<file path="src/verilog/rx_seq_cfg.svh">
// Encodings, reset values and timing counts of the receive restart and mode sequencer.
// Assumes a 100 MHz core clock; included by bare name.
`ifndef RX_SEQ_CFG_SVH
`define RX_SEQ_CFG_SVH

`define RSQ_TRIG_NONE      3'h0
`define RSQ_TRIG_RSSI      3'h1
`define RSQ_TRIG_PRE       3'h6
`define RSQ_TRIG_BOTH      3'h7

`define RSQ_AR_OFF         2'h0
`define RSQ_AR_DELAY       2'h1
`define RSQ_AR_RELOCK      2'h2

`define RSQ_MODE_SLEEP     3'h0
`define RSQ_MODE_STANDBY   3'h1
`define RSQ_MODE_FS_TX     3'h2
`define RSQ_MODE_TX        3'h3
`define RSQ_MODE_FS_RX     3'h4
`define RSQ_MODE_RX        3'h5
`define RSQ_MODE_RST       `RSQ_MODE_SLEEP

`define RSQ_CLK_MHZ        100
`define RSQ_DELAY_UNIT_NS  1000
`define RSQ_DELAY_UNIT_CYC ((`RSQ_DELAY_UNIT_NS * `RSQ_CLK_MHZ + 999) / 1000)
`define RSQ_RELOCK_NS      40000
`define RSQ_RELOCK_CYC     ((`RSQ_RELOCK_NS * `RSQ_CLK_MHZ + 999) / 1000)
`define RSQ_DLY_W          16
`define RSQ_GAIN_RST       3'h1

`endif

</file>
<file path="src/verilog/rx_seq_pkg.sv">
// Types shared by the receive restart and mode sequencer files.
// Assumes the constants header is compiled alongside.
package rx_seq_pkg;

  typedef enum logic [2:0] {
    seq_halted_state,
    lowpower_choice_state,
    idle_state,
    transmit_state,
    receive_state,
    packet_held_state,
    receive_timeout_state
  } seq_state_t;

  typedef struct packed {
    logic       gain_auto_enable;
    logic       freq_correct_auto_enable;
    logic [2:0] receive_trigger_select;
    logic [2:0] amplifier_gain_select;
    logic [1:0] auto_restart_select;
    logic       collision_restart_enable;
    logic [7:0] collision_level_threshold;
    logic [7:0] inter_packet_delay;
  } rx_cfg_t;

  typedef struct packed {
    logic idle_lowpower_select;
    logic lowpower_select;
    logic from_idle_rx;
    logic from_tx_rx;
  } seq_cfg_t;

  typedef struct packed {
    logic rx_restart_no_relock;
    logic rx_restart_with_relock;
    logic seq_launch_bit;
    logic seq_stop_bit;
  } cmd_t;

  typedef struct packed {
    logic signal_level_irq;
    logic preamble_found_irq;
    logic signal_level_timeout;
    logic preamble_wait_timeout;
    logic sync_wait_timeout;
    logic payload_complete_irq;
    logic fifo_empty;
    logic packet_sent_irq;
    logic timer_one_irq;
    logic timer_two_irq;
  } evt_t;

endpackage

</file>
<file path="src/verilog/rx_restart_delay.sv">
// Down-counter that times the pause before an automatic receiver restart.
// Assumes i_load is nonzero whenever i_start pulses.
`timescale 1ns/1ns
`default_nettype none
`include "rx_seq_cfg.svh"

module rx_restart_delay (
  input  wire logic                   i_core_clk,
  input  wire logic                   i_rst,
  input  wire logic                   i_ce,
  input  wire logic                   i_start,
  input  wire logic                   i_clear,
  input  wire logic [`RSQ_DLY_W-1:0]  i_load,
  output logic                        o_busy,
  output logic                        o_done
);

  logic [`RSQ_DLY_W-1:0] count_reg;

  always_ff @(posedge i_core_clk or posedge i_rst) begin
    if (i_rst) begin
      count_reg <= '0;
      o_busy    <= 1'b0;
      o_done    <= 1'b0;
    end else if (i_ce) begin
      o_done <= 1'b0;
      if (i_clear) begin
        o_busy    <= 1'b0;
        count_reg <= '0;
      end else if (i_start) begin
        o_busy    <= 1'b1;
        count_reg <= i_load;
      end else if (o_busy) begin
        if (count_reg == `RSQ_DLY_W'(1)) begin
          o_busy <= 1'b0;
          o_done <= 1'b1;
        end
        count_reg <= count_reg - `RSQ_DLY_W'(1);
      end
    end
  end

endmodule // rx_restart_delay

`default_nettype wire

</file>
<file path="src/verilog/rx_restart_and_mode_sequencer.sv">
// Receiver startup correction, receiver restart and top-level mode sequencer.
// Assumes commands and events come from logic on i_core_clk, one-cycle pulses.
//
// Summary of operation
// - Rerun gain/frequency correction on every receiver start
// - Trigger select picks the correction launch event
// - Gain correction if enabled, frequency if both
// - Gain auto off: use manual gain field
// - Restart command ignored unless mode settled
// - Auto-restart mode 00: no delay-timed restart after a payload
// - Mode 01: restart after delay once emptied
// - Mode 10: same plus synthesizer lock delay
// - Collision enable: restart on sudden level rise
// - Collision threshold sets rise in 1 dB
// - Launch from Sleep/Standby, remember initial mode
// - Stop bit forces sequencer off immediately
// - Off from low-power choice restores initial mode
// - Idle holds low-power mode until timer one
// - Transmit state transmits, receive state receives
// - Packet-held state keeps receiver on
// - Low-power choice is transient: off or idle
// - Any receive timeout enters receive-timeout state
// - Idle select: 0 Standby, 1 Sleep
// - Low-power select: 0 off, 1 idle
`timescale 1ns/1ns
`default_nettype none
`include "rx_seq_cfg.svh"

module rx_restart_and_mode_sequencer (
  input  wire logic                 i_core_clk,
  input  wire logic                 i_rst,
  input  wire logic                 i_ce,
  input  wire rx_seq_pkg::rx_cfg_t  i_rx_cfg,
  input  wire rx_seq_pkg::seq_cfg_t i_seq_cfg,
  input  wire rx_seq_pkg::cmd_t     i_cmd,
  input  wire rx_seq_pkg::evt_t     i_evt,
  input  wire logic                 i_mode_settled_flag,
  input  wire logic [2:0]           i_host_mode,
  input  wire logic                 i_host_mode_wr,
  input  wire logic [7:0]           i_rssi_level,
  input  wire logic [2:0]           i_agc_gain_level,
  output logic [2:0]                o_chip_mode,
  output logic                      o_agc_run,
  output logic                      o_afc_run,
  output logic [2:0]                o_lna_gain,
  output logic                      o_gain_manual,
  output logic                      o_rx_restart,
  output logic                      o_relock,
  output logic                      o_collision,
  output rx_seq_pkg::seq_state_t    o_seq_state,
  output rx_seq_pkg::cmd_t          o_cmd_pending
);

  function automatic logic [7:0] sat_add(input logic [7:0] a, input logic [7:0] b);
    logic [8:0] s;
    s = {1'b0, a} + {1'b0, b};
    sat_add = s[8] ? 8'hFF : s[7:0];
  endfunction

  function automatic logic is_low_power(input logic [2:0] m);
    is_low_power = (m == `RSQ_MODE_SLEEP) || (m == `RSQ_MODE_STANDBY);
  endfunction

  rx_seq_pkg::seq_state_t seq_next;
  logic [2:0]  mode_next;
  logic [2:0]  init_mode_reg;
  logic        ret_init_reg;
  logic        armed_reg;
  logic        rssi_seen_reg;
  logic        pre_seen_reg;
  logic        base_valid_reg;
  logic [7:0]  rssi_ref_reg;
  logic        wait_empty_reg;
  logic        rx_mode;
  logic        rx_start;
  logic        trig_hit;
  logic        base_take;
  logic        host_ok;
  logic        coll_hit;
  logic        auto_hit;
  logic        seq_restart;
  logic        restart_fire;
  logic        relock_fire;
  logic        rx_timeout;
  logic        dly_start;
  logic        dly_done;
  logic [`RSQ_DLY_W-1:0] dly_load;

  assign rx_mode    = (o_chip_mode == `RSQ_MODE_RX);
  assign rx_timeout = i_evt.signal_level_timeout | i_evt.preamble_wait_timeout
                    | i_evt.sync_wait_timeout;

  // Command bits are latched one cycle, acted on, then read back as zero
  always_ff @(posedge i_core_clk or posedge i_rst) begin
    if (i_rst) begin
      o_cmd_pending <= '0;
    end else if (i_ce) begin
      o_cmd_pending <= i_cmd;
    end
  end

  // Restart sources
  always_comb begin
    host_ok = (o_cmd_pending.rx_restart_no_relock | o_cmd_pending.rx_restart_with_relock)
            & i_mode_settled_flag & rx_mode;
    coll_hit = i_rx_cfg.collision_restart_enable & rx_mode & base_valid_reg
             & (i_rssi_level > sat_add(rssi_ref_reg, i_rx_cfg.collision_level_threshold));
    auto_hit = dly_done & rx_mode;
    seq_restart = (o_seq_state == rx_seq_pkg::packet_held_state) & i_evt.fifo_empty;
    restart_fire = host_ok | coll_hit | auto_hit | seq_restart;
    relock_fire = (host_ok & o_cmd_pending.rx_restart_with_relock)
                | (auto_hit & (i_rx_cfg.auto_restart_select == `RSQ_AR_RELOCK));
  end

  always_ff @(posedge i_core_clk or posedge i_rst) begin
    if (i_rst) begin
      o_rx_restart <= 1'b0;
      o_relock     <= 1'b0;
      o_collision  <= 1'b0;
    end else if (i_ce) begin
      o_rx_restart <= restart_fire;
      o_relock     <= relock_fire;
      o_collision  <= coll_hit;
    end
  end

  // Auto-restart: wait for the FIFO to drain after a payload, then time the pause
  assign dly_start = wait_empty_reg & i_evt.fifo_empty & rx_mode;
  // Mode 10 always pays the extra lock time even if the frequency did not move
  assign dly_load = `RSQ_DLY_W'(i_rx_cfg.inter_packet_delay * `RSQ_DELAY_UNIT_CYC + 1)
                  + ((i_rx_cfg.auto_restart_select == `RSQ_AR_RELOCK)
                     ? `RSQ_DLY_W'(`RSQ_RELOCK_CYC) : `RSQ_DLY_W'(0));

  always_ff @(posedge i_core_clk or posedge i_rst) begin
    if (i_rst) begin
      wait_empty_reg <= 1'b0;
    end else if (i_ce) begin
      if (i_evt.payload_complete_irq & rx_mode
          & ((i_rx_cfg.auto_restart_select == `RSQ_AR_DELAY)
          | (i_rx_cfg.auto_restart_select == `RSQ_AR_RELOCK))) begin
        wait_empty_reg <= 1'b1;
      end else if (dly_start | !rx_mode) begin
        wait_empty_reg <= 1'b0;
      end
    end
  end

  rx_restart_delay u_delay (
    .i_core_clk (i_core_clk),
    .i_rst      (i_rst),
    .i_ce       (i_ce),
    .i_start    (dly_start),
    .i_clear    (!rx_mode | restart_fire),
    .i_load     (dly_load),
    .o_busy     (),
    .o_done     (dly_done)
  );

  // Startup correction arming
  assign rx_start = ((mode_next == `RSQ_MODE_RX) & !rx_mode) | restart_fire;

  always_comb begin
    case (i_rx_cfg.receive_trigger_select)
      `RSQ_TRIG_RSSI: trig_hit = i_evt.signal_level_irq;
      `RSQ_TRIG_PRE:  trig_hit = i_evt.preamble_found_irq;
      `RSQ_TRIG_BOTH: trig_hit = (i_evt.signal_level_irq | rssi_seen_reg)
                               & (i_evt.preamble_found_irq | pre_seen_reg);
      default:        trig_hit = 1'b0;
    endcase
    base_take = armed_reg & rx_mode
              & (trig_hit | (i_rx_cfg.receive_trigger_select == `RSQ_TRIG_NONE));
  end

  always_ff @(posedge i_core_clk or posedge i_rst) begin
    if (i_rst) begin
      armed_reg     <= 1'b0;
      rssi_seen_reg <= 1'b0;
      pre_seen_reg  <= 1'b0;
    end else if (i_ce) begin
      if (rx_start) begin
        armed_reg     <= 1'b1;
        rssi_seen_reg <= 1'b0;
        pre_seen_reg  <= 1'b0;
      end else if (base_take) begin
        armed_reg <= 1'b0;
      end else begin
        rssi_seen_reg <= rssi_seen_reg | i_evt.signal_level_irq;
        pre_seen_reg  <= pre_seen_reg | i_evt.preamble_found_irq;
      end
    end
  end

  always_ff @(posedge i_core_clk or posedge i_rst) begin
    if (i_rst) begin
      o_agc_run <= 1'b0;
      o_afc_run <= 1'b0;
    end else if (i_ce) begin
      o_agc_run <= !rx_start & armed_reg & rx_mode & trig_hit
                 & i_rx_cfg.gain_auto_enable;
      o_afc_run <= !rx_start & armed_reg & rx_mode & trig_hit
                 & i_rx_cfg.gain_auto_enable & i_rx_cfg.freq_correct_auto_enable;
    end
  end

  // Collision baseline is the level seen when the correction trigger fires, or at once when no trigger is selected
  always_ff @(posedge i_core_clk or posedge i_rst) begin
    if (i_rst) begin
      base_valid_reg <= 1'b0;
      rssi_ref_reg   <= 8'h00;
    end else if (i_ce) begin
      if (rx_start) begin
        base_valid_reg <= 1'b0;
      end else if (base_take) begin
        base_valid_reg <= 1'b1;
        rssi_ref_reg   <= i_rssi_level;
      end
    end
  end

  always_ff @(posedge i_core_clk or posedge i_rst) begin
    if (i_rst) begin
      o_lna_gain    <= `RSQ_GAIN_RST;
      o_gain_manual <= 1'b1;
    end else if (i_ce) begin
      o_gain_manual <= !i_rx_cfg.gain_auto_enable;
      o_lna_gain    <= i_rx_cfg.gain_auto_enable ? i_agc_gain_level
                                                 : i_rx_cfg.amplifier_gain_select;
    end
  end

  // Sequencer transitions
  always_comb begin
    seq_next = o_seq_state;
    case (o_seq_state)
      rx_seq_pkg::seq_halted_state: begin
        if (o_cmd_pending.seq_launch_bit & is_low_power(o_chip_mode)) begin
          seq_next = rx_seq_pkg::lowpower_choice_state;
        end
      end
      rx_seq_pkg::lowpower_choice_state: begin
        seq_next = i_seq_cfg.lowpower_select ? rx_seq_pkg::idle_state
                                             : rx_seq_pkg::seq_halted_state;
      end
      rx_seq_pkg::idle_state: begin
        if (i_evt.timer_one_irq) begin
          seq_next = i_seq_cfg.from_idle_rx ? rx_seq_pkg::receive_state
                                            : rx_seq_pkg::transmit_state;
        end
      end
      rx_seq_pkg::transmit_state: begin
        if (i_evt.packet_sent_irq) begin
          seq_next = i_seq_cfg.from_tx_rx ? rx_seq_pkg::receive_state
                                          : rx_seq_pkg::lowpower_choice_state;
        end
      end
      rx_seq_pkg::receive_state: begin
        if (rx_timeout) begin
          seq_next = rx_seq_pkg::receive_timeout_state;
        end else if (i_evt.payload_complete_irq) begin
          seq_next = rx_seq_pkg::packet_held_state;
        end else if (i_evt.timer_two_irq) begin
          seq_next = rx_seq_pkg::lowpower_choice_state;
        end
      end
      rx_seq_pkg::packet_held_state: begin
        if (i_evt.fifo_empty) begin
          seq_next = rx_seq_pkg::receive_state;
        end
      end
      rx_seq_pkg::receive_timeout_state: begin
        seq_next = rx_seq_pkg::lowpower_choice_state;
      end
      default: begin
        seq_next = rx_seq_pkg::seq_halted_state;
      end
    endcase
    // Stop overrides everything, including a launch in the same write
    if (o_cmd_pending.seq_stop_bit) begin
      seq_next = rx_seq_pkg::seq_halted_state;
    end
  end

  // Chip mode that follows the next sequencer state
  always_comb begin
    case (seq_next)
      rx_seq_pkg::seq_halted_state: begin
        if (o_seq_state == rx_seq_pkg::lowpower_choice_state
            && !o_cmd_pending.seq_stop_bit) begin
          mode_next = init_mode_reg;
        end else if (ret_init_reg && !i_host_mode_wr) begin
          mode_next = init_mode_reg;
        end else if (o_seq_state == rx_seq_pkg::seq_halted_state && !i_host_mode_wr) begin
          mode_next = o_chip_mode;
        end else begin
          mode_next = i_host_mode;
        end
      end
      rx_seq_pkg::lowpower_choice_state: mode_next = o_chip_mode;
      rx_seq_pkg::idle_state: begin
        mode_next = i_seq_cfg.idle_lowpower_select ? `RSQ_MODE_SLEEP
                                                   : `RSQ_MODE_STANDBY;
      end
      rx_seq_pkg::transmit_state: mode_next = `RSQ_MODE_TX;
      rx_seq_pkg::receive_state:  mode_next = `RSQ_MODE_RX;
      rx_seq_pkg::packet_held_state: mode_next = `RSQ_MODE_RX;
      rx_seq_pkg::receive_timeout_state: mode_next = `RSQ_MODE_RX;
      default: mode_next = `RSQ_MODE_RST;
    endcase
  end

  always_ff @(posedge i_core_clk or posedge i_rst) begin
    if (i_rst) begin
      o_seq_state <= rx_seq_pkg::seq_halted_state;
      o_chip_mode <= `RSQ_MODE_RST;
    end else if (i_ce) begin
      o_seq_state <= seq_next;
      o_chip_mode <= mode_next;
    end
  end

  always_ff @(posedge i_core_clk or posedge i_rst) begin
    if (i_rst) begin
      init_mode_reg <= `RSQ_MODE_RST;
      ret_init_reg  <= 1'b0;
    end else if (i_ce) begin
      if (o_seq_state == rx_seq_pkg::seq_halted_state
          && seq_next == rx_seq_pkg::lowpower_choice_state) begin
        init_mode_reg <= o_chip_mode;
      end
      if (o_seq_state == rx_seq_pkg::lowpower_choice_state
          && seq_next == rx_seq_pkg::seq_halted_state) begin
        ret_init_reg <= 1'b1;
      end else if (i_host_mode_wr || o_cmd_pending.seq_stop_bit) begin
        ret_init_reg <= 1'b0;
      end
    end
  end
endmodule // rx_restart_and_mode_sequencer

`default_nettype wire

</file>
<file path="config.mk">
export PLATFORM = sky130hd
export DESIGN_NAME = rx_restart_and_mode_sequencer
export DESIGN_NICKNAME = d
export VERILOG_FILES = /design/src/verilog/rx_seq_pkg.sv /design/src/verilog/rx_restart_delay.sv /design/src/verilog/rx_restart_and_mode_sequencer.sv
export VERILOG_INCLUDE_DIRS = /design/src /design/src/verilog
export SDC_FILE = /design/constraint.sdc
export NUM_CORES = 1
export LEC_CHECK = 0
export BUFFER_PORTS_ARGS = -buffer_cell sky130_fd_sc_hd__buf_4
export CORE_ASPECT_RATIO = 0.9
export CORE_MARGIN = 2
export CORE_UTILIZATION = 59
export CTS_CLUSTER_DIAMETER = 150
export DETAILED_ROUTE_END_ITERATION = 12
export MAX_ROUTING_LAYER = met4
export PLACE_DENSITY = 0.84
export SETUP_SLACK_MARGIN = 0.15
export SLEW_MARGIN = 20
export SYNTH_ARGS = -nofsm -noshare
export SYNTH_HDL_FRONTEND = slang
export SYNTH_SLANG_ARGS = --single-unit
</file>
<file path="constraint.sdc">
create_clock -name i_core_clk -period 9.9 [get_ports i_core_clk]
set_input_delay 1.485 -clock i_core_clk [delete_from_list [all_inputs] [get_ports i_core_clk]]
set_output_delay 1.485 -clock i_core_clk [all_outputs]
set_load 0.02 [all_outputs]
</file>
==> results.md, run 1 <==
- Post-DR wirelength/cell: 17.1 um
- First-pass iteration count of the detailed router: 5
- Status: completed
- Number of global-route vias before repair: 3938
- Crit path DAT: 5.83 ns
- Num rows: 30
- Critical Path Fanout Max: 16
- Static power due to leakage: 2.63 nW
- Worst clock skew: 0.00516 ns
- Total count of max-transition violations in the final report: 0
- RSZ-0062 raised after global routing: false
- Syn_nets: 615
- Maximum clock insertion buffer count: 2
- Die footprint: 8400 um2
- Synthesized area per cell: 9.19 um2
- Buffers inserted during post-CTS setup optimization: 0
- Fraction of final layout cells with drive strength greater than 1: 0.220
- Min Clock Period, post-route: 5.57 ns
- Number of flops mapped to enable cells by yosys: 0
- Data required time of the critical path: 10.16 ns
- Global-route wire length before repair: 18.3 mm
- Width of the die: 96.4 um
- Internal reg-to-reg setup slack: 5.22 ns
- Post-synthesis share of cell area spent on and, or, nand and nor gates: 0.171
- Yosys synthesis warning count: 0
- Post-CTS Hold Fix Bufs: 0
- Total I/O pin count: 83
- Path type of the worst min-delay path: flop to flop
- Cell area after synthesis: 4530 um2
- Fraction of synthesized area in multiplexers: 0.0627
- Largest net degree at the start of global routing: 55
- Total of endpoints with negative setup slack in the final report: 0
- Worst slew margin: 0.447
- Final core occ: 0.701
- Number of distinct library cell variants in the gate-level netlist after synthesis: 63
- Largest register FFs: 16
- Overall fraction of global-route tracks in use: 0.280
- Part of the Yosys area used for sequential elements: 0.299
- H-tree lvl count: 2
- Routability-driven placement congestion ratio: 0.899
- Number of nets with antenna violations after detailed routing: 0
- Final setup slack of the worst path: 4.33 ns
- Hold endpoint: init_mode_reg[2]
- Number of buffers created by CTS: 5
- GR Overflow Total: 0
- Number of diodes: 0
- Final-report hold violation count: 0
- Worst slack after detailed placement: 4.04 ns
- Worst setup SP type: input port
- Area overhead of the layout relative to synthesis: 16.1%
- Vertical die dimension: 87.1 um
- CTS sink count: 54
- Achievable clock frequency: 179 MHz
- Reg2reg path depth: 16
- Setup TNS: 0 ns
- Number of antenna violations at the first check in global routing: 0
- Count of state elements after synthesis: 54
- Share of flip-flops with an asynchronous set or reset: 1.00
- Main synth FF type: dfrtp_1
- Library cell used as clock root buffer: clkbuf_8
- Largest family of logic cells by synthesized area: compound AO/OA/AOI/OAI gates
- Endpoint class of the critical path: flop
- Fin crit share: 0.563
- Peak supply drop: 0.0765 mV
- Number of I/O port buffers: 82
- Number of max-cap violations: 0
- Count of routing violations after the opening detailed-route iteration: 266
- Clock latency of the later-clocked register in the worst-skew pair: 0.32 ns
- Resized Gates After CTS: 0
- Vias: 4099
- Reg-to-Reg Start: rssi_ref_reg[0]
- CTS tree: yes
- Starting Density: 0.603
- Cell Pwr Density: 178 nW/um2
- Critical path type: input port to flop
- Nets: 685
- Post-DR vias/cell: 6.21
- Worst Tran Pin Value: 0.809 ns
- Residual DRC: 0
- Final Routed Wirelength: 11.3 mm
- R2r endpoint: u_delay.count_reg[14]
- Adder-cell area share of the yosys netlist: 0.167
- Complex-gate fraction of the synthesized area: 0.212
- Placeable core region: 7510 um2
- Clk slew on worst S/H paths: 0.11 ns
- XOR/XNOR share of the synthesized area: 0.0367
- Detailed-placement wirelength estimate: 8.58 mm
- Hold path depth: 1
- Number of instances in the synthesized netlist: 493
- Launch instance of the worst min-delay path: init_mode_reg[2]
kinds of logic after synthesis:
kind of cell	Yosys count
fa+ha+maj	58
simple gates	140
compound gates	141
xor+xnor	19
buf+inv	55
mux	26
flops	54
stage by stage:
step	instance area (um2)	instances	total power [mW]	hold WS, ns
5_1_grt	5260	660	1.01	0.518
3_3_place_gp	5170	652	0.778	0.464
2_1_floorplan	4530	493	0.673	0.448
3_5_place_dp	5170	652	0.799	0.482
6_report	5260	660	0.937	0.503
4_1_cts	5260	660	0.934	0.505
synthesized netlist by cell type, types with 5 or more instances:
master     count  area [um2]
ha_1          54         676
dfrtp_1       52        1300
inv_1         35         131
o21ai_0       35         175
nor2_1        32         120
a21oi_1       29         145
mux2_2        19         214
nand2_1       19        71.3
nand3_1       16        80.1
nor3_1        14        70.1
o2bb2ai_1     12         105
a21o_1        11        82.6
xnor2_1       11        96.3
clkbuf_1      10        37.5
nand2b_1       9        56.3
xor2_1         8        70.1
mux2i_1        7        70.1
nor2b_1        7        43.8
nor4_1         7        43.8
buf_2          6        30.0
a31oi_1        5        31.3
o21bai_1       5        37.5
or3_1          5        31.3
critical path, cell delays in order:
cell and delay [ns]:
buf_4 0.11, ha_1 0.21, fa_1 0.41, a21o_1 0.20, a21oi_1 0.22, o21bai_1 0.09, a21oi_1 0.27, o21bai_1 0.12
a21o_1 0.25, nor2_1 0.14, ha_1 0.26, a2111oi_0 0.40, a32oi_1 0.18, and2_1 0.22, or4_1 0.78, nor4_1 0.35
a211o_1 0.14
area by class of cell:
type                       instances  area [um2]
clock inverter                     3        25.0
clock buffer                       5        68.8
multi-input combinational        384        2940
fill                             621        2250
sequential                        54        1350
inverter                          35         131
timing repair buffer              83         623
tap                               96         120
power breakdown:
part	internal, mW	leakage (nW)	switching, mW
Combinational	0.237	1.88	0.266
Sequential	0.258	0.704	0.0433
Clock	0.0514	0.0447	0.0817
worst max-delay path by stage:
stage	startpoint	endpoint	slack (ns)	cells past startpoint
finish	i_rx_cfg[8]	u_delay.count_reg[14]	4.33	17
global route	i_rx_cfg[8]	u_delay.count_reg[6]	3.95	17
CTS	i_rx_cfg[8]	u_delay.count_reg[14]	4.36	17
detailed placement	i_rx_cfg[8]	u_delay.count_reg[14]	4.04	17
global placement	i_rx_cfg[8]	u_delay.count_reg[14]	4.26	17
floorplan	i_rx_cfg[8]	u_delay.count_reg[10]	4.65	18
layer usage:
layer / vias to the layer above / GRT usage / wire length (um)
met5: - / - / 0
met2: 144 / 0.445 / 5490
met4: 0 / 0.0883 / 172
met3: 14 / 0.0372 / 605
met1: 1967 / 0.373 / 5010
li1: 1974 / - / -
cell usage in the layout (no fill, tap or decap), types with 16 or more instances in the layout:
master / n
nand3_1: 16
ha_1: 54
nand2_1: 19
dfrtp_1: 52
o21ai_0: 35
nor2_1: 32
buf_4: 83
inv_1: 34
mux2_2: 19
a21oi_1: 29
No activity file was read; power rests on OpenSTA's default activity.
==> inputs of run 2 (changes only) <==
--- a/config.mk
+++ b/config.mk
@@ -6,14 +6,15 @@
 export SDC_FILE = /design/constraint.sdc
 export NUM_CORES = 1
 export LEC_CHECK = 0
+export ABC_AREA = 1
 export BUFFER_PORTS_ARGS = -buffer_cell sky130_fd_sc_hd__buf_4
 export CORE_ASPECT_RATIO = 0.9
 export CORE_MARGIN = 2
-export CORE_UTILIZATION = 59
+export CORE_UTILIZATION = 52
 export CTS_CLUSTER_DIAMETER = 150
 export DETAILED_ROUTE_END_ITERATION = 12
 export MAX_ROUTING_LAYER = met4
-export PLACE_DENSITY = 0.84
+export PLACE_DENSITY = 0.78
 export SETUP_SLACK_MARGIN = 0.15
 export SLEW_MARGIN = 20
 export SYNTH_ARGS = -nofsm -noshare
==> constraint.sdc (replaced) <==
create_clock -name i_core_clk -period 4.5 [get_ports i_core_clk]
set_input_delay 0.675 -clock i_core_clk [delete_from_list [all_inputs] [get_ports i_core_clk]]
set_output_delay 0.675 -clock i_core_clk [all_outputs]
set_load 0.02 [all_outputs]
==> results.md, run 2 <==
- Static power due to leakage: 3.08 nW
- Busiest grt layer: met2
- Share of Yosys cell area claimed by the top area cell type: 0.276
- Number of global-route vias before repair: 4293
- Critical path type: input port to flop
- Critical Path Fanout Max: 5
- Final core occ: 0.639
- Main synth FF type: dfrtp_1
- Endpoint class of the critical path: flop
- Fraction of final layout cells with drive strength greater than 1: 0.183
- GR met3 Demand/Resource: 0.0340
- Overall fraction of global-route tracks in use: 0.237
- CTS sink count: 54
- Number of antenna violations at the first check in global routing: 0
- Count of state elements after synthesis: 54
- Largest family of logic cells by synthesized area: simple AND/OR/NAND/NOR gates
- Routability-driven placement congestion ratio: 0.917
- RSZ-0062 raised after global routing: false
- Cell area after synthesis: 4710 um2
- Fillers: 772
- Number of nets with antenna violations after detailed routing: 0
- Global-route wire length before repair: 18.8 mm
- Cell Pwr Density: 358 nW/um2
- Largest register FFs: 16
- Largest area contributor in the netlist: dfrtp_1
- H-tree lvl count: 2
- Final Routed Wirelength: 11.2 mm
- Number of max-cap violations: 0
- Vertical die dimension: 94.3 um
- Post-DR wirelength/cell: 13.2 um
- Num rows: 32
- Peak supply drop: 0.236 mV
- Count of routing violations after the opening detailed-route iteration: 195
- Fraction of synthesized area in multiplexers: 0.00425
- Worst clock skew: 0.00873 ns
- Part of the Yosys area used for sequential elements: 0.288
- Crit path DAT: 4.27 ns
- Commonest non-fill, non-tap cells in the layout: 150 x nand2_1, 93 x inv_1, 85 x buf_4, 54 x nor2_1
- Ranking of synthesized cells by area: dfrtp_1 28%, ha_1 14%, nand2_1 12%
- Share of flip-flops with an asynchronous set or reset: 1.00
- Most common cell after layout, fill and taps aside: nand2_1
- Total of endpoints with negative setup slack in the final report: 0
- Min Clock Period, post-route: 4.06 ns
- M2 GR Usage: 0.401
- Detailed-placement wirelength estimate: 8.82 mm
- Fin crit share: 0.902
- Clk slew on worst S/H paths: 0.11 ns
- Worst slack after detailed placement: -0.0287 ns
- Data required time of the critical path: 4.71 ns
- Post-DR vias/cell: 5.40
- Count leader, synth: nand2_1
- Syn_nets: 773
- Vias: 4592
- Worst setup SP type: input port
- Yosys synthesis warning count: 0
- CTS tree: yes
- Synthesized area per cell: 7.23 um2
- Clock latency of the later-clocked register in the worst-skew pair: 0.32 ns
- Number of I/O port buffers: 82
- Complex-gate fraction of the synthesized area: 0.131
- Final setup slack of the worst path: 0.439 ns
- Nets: 853
- Total count of max-transition violations in the final report: 0
- Number of buffers created by CTS: 5
- Total I/O pin count: 83
- Status: completed
- Number of diodes: 0
- Worst slew margin: 0.526
- XOR/XNOR share of the synthesized area: 0.0353
- Placeable core region: 8690 um2
- Starting Density: 0.542
- Path type of the worst min-delay path: flop to flop
- Width of the die: 104 um
- Area overhead of the layout relative to synthesis: 17.9%
- Worst Tran Pin Value: 0.710 ns
- First-pass iteration count of the detailed router: 5
- Instance area at placement: 5410 um2
- Largest net degree at the start of global routing: 55
- Library cell used as clock root buffer: clkbuf_8
- Die footprint: 9830 um2
- Number of instances in the synthesized netlist: 651
- Final-report hold violation count: 0
- Design Area, Final: 5550 um2
- Maximum clock insertion buffer count: 2
- Global routing met1 resource utilization: 0.306
- Number of distinct library cell variants in the gate-level netlist after synthesis: 51
- GR Overflow Total: 0
- Achievable clock frequency: 246 MHz
- Ranking of synthesized cells by instance count: 150 x nand2_1, 94 x inv_1, 54 x ha_1, 54 x nor2_1, 52 x dfrtp_1
- Adder-cell area share of the yosys netlist: 0.161
- Number of flops mapped to enable cells by yosys: 0
- Post-synthesis share of cell area spent on and, or, nand and nor gates: 0.278
- Residual DRC: 0
run 2: cell type report:
| class | instances | area (um2) | area share |
|---|---|---|---|
| clock buffer | 5 | 68.8 | 0.0124 |
| clock inverter | 3 | 28.8 | 0.00518 |
| inverter | 108 | 413 | 0.0744 |
| multi-input combinational | 477 | 2900 | 0.522 |
| sequential | 54 | 1350 | 0.244 |
| tap | 119 | 149 | 0.0268 |
| timing repair buffer | 85 | 638 | 0.115 |
run 2: kinds of logic (layout without fill, tap and decap cells):
| group | Yosys count | count (layout) |
|---|---|---|
| xor+xnor | 19 | 19 |
| fa+ha+maj | 58 | 58 |
| buf+inv | 120 | 201 |
| compound gates | 107 | 107 |
| simple gates | 291 | 291 |
| mux | 2 | 2 |
| flops | 54 | 54 |
run 2: worst max-delay path: stages:
cell	delay, ns
buf_4	0.12
ha_1	0.28
ha_1	0.29
inv_1	0.05
fa_1	0.50
inv_1	0.05
ha_2	0.32
a21oi_2	0.14
nand2_1	0.11
a21oi_1	0.14
nor2_1	0.05
nor2_1	0.11
xor2_1	0.15
inv_1	0.09
ha_4	0.29
nand2_1	0.07
inv_1	0.06
nand4_1	0.09
o211ai_1	0.13
inv_1	0.06
nor2_1	0.13
nand2_1	0.08
nand2_1	0.07
nand2_1	0.05
nor2_1	0.09
o21ai_1	0.07
run 2: path summary, 6_finish.rpt:
kind                                  startpoint                     to  slack, ns  cells past startpoint
min in group asynchronous                  i_rst   u_delay.count_reg[2]       0.52                      3
worst min register to register  init_mode_reg[2]       init_mode_reg[2]       0.49                      2
worst min-delay path            init_mode_reg[2]       init_mode_reg[2]       0.49                      2
worst max-delay path                 i_rx_cfg[2]  u_delay.count_reg[14]       0.44                     26
max in group asynchronous                  i_rst       init_mode_reg[0]       3.50                      3
worst max register to register   rssi_ref_reg[0]  u_delay.count_reg[14]       0.51                     23
run 2: report_power, final:
part           total (mW)  switching (mW)  internal (mW)
logic                1.06           0.632          0.424
registers           0.626          0.0649          0.561
clock network       0.304           0.187          0.117
total                1.99           0.884           1.10
run 2: repair_timing:
action / 4_1_cts / 5_1_grt
resized for setup: 0 / 6
hold buffers: 0 / 0
endpoints found under the setup margin: 0 / 24
setup buffers: 0 / 1
run 2: stage by stage:
step / setup TNS, ns / hold WS [ns] / cells / power (mW)
after CTS: 0 / 0.491 / 850 / 1.96
after global placement: 0 / 0.457 / 842 / 1.62
after global routing: 0 / 0.517 / 851 / 2.17
final: 0 / 0.492 / 851 / 1.99
after detailed placement: -0.0287 / 0.461 / 842 / 1.65
after floorplan: 0 / 0.431 / 651 / 1.39
run 2: metal layers:
metal / wire length, um / vias to the layer above / part of all wire
li1: - / 2316 / -
met1: 5150 / 2117 / 0.46
met2: 5310 / 140 / 0.47
met3: 597 / 19 / 0.053
met4: 163 / 0 / 0.015
met5: 0 / - / 0
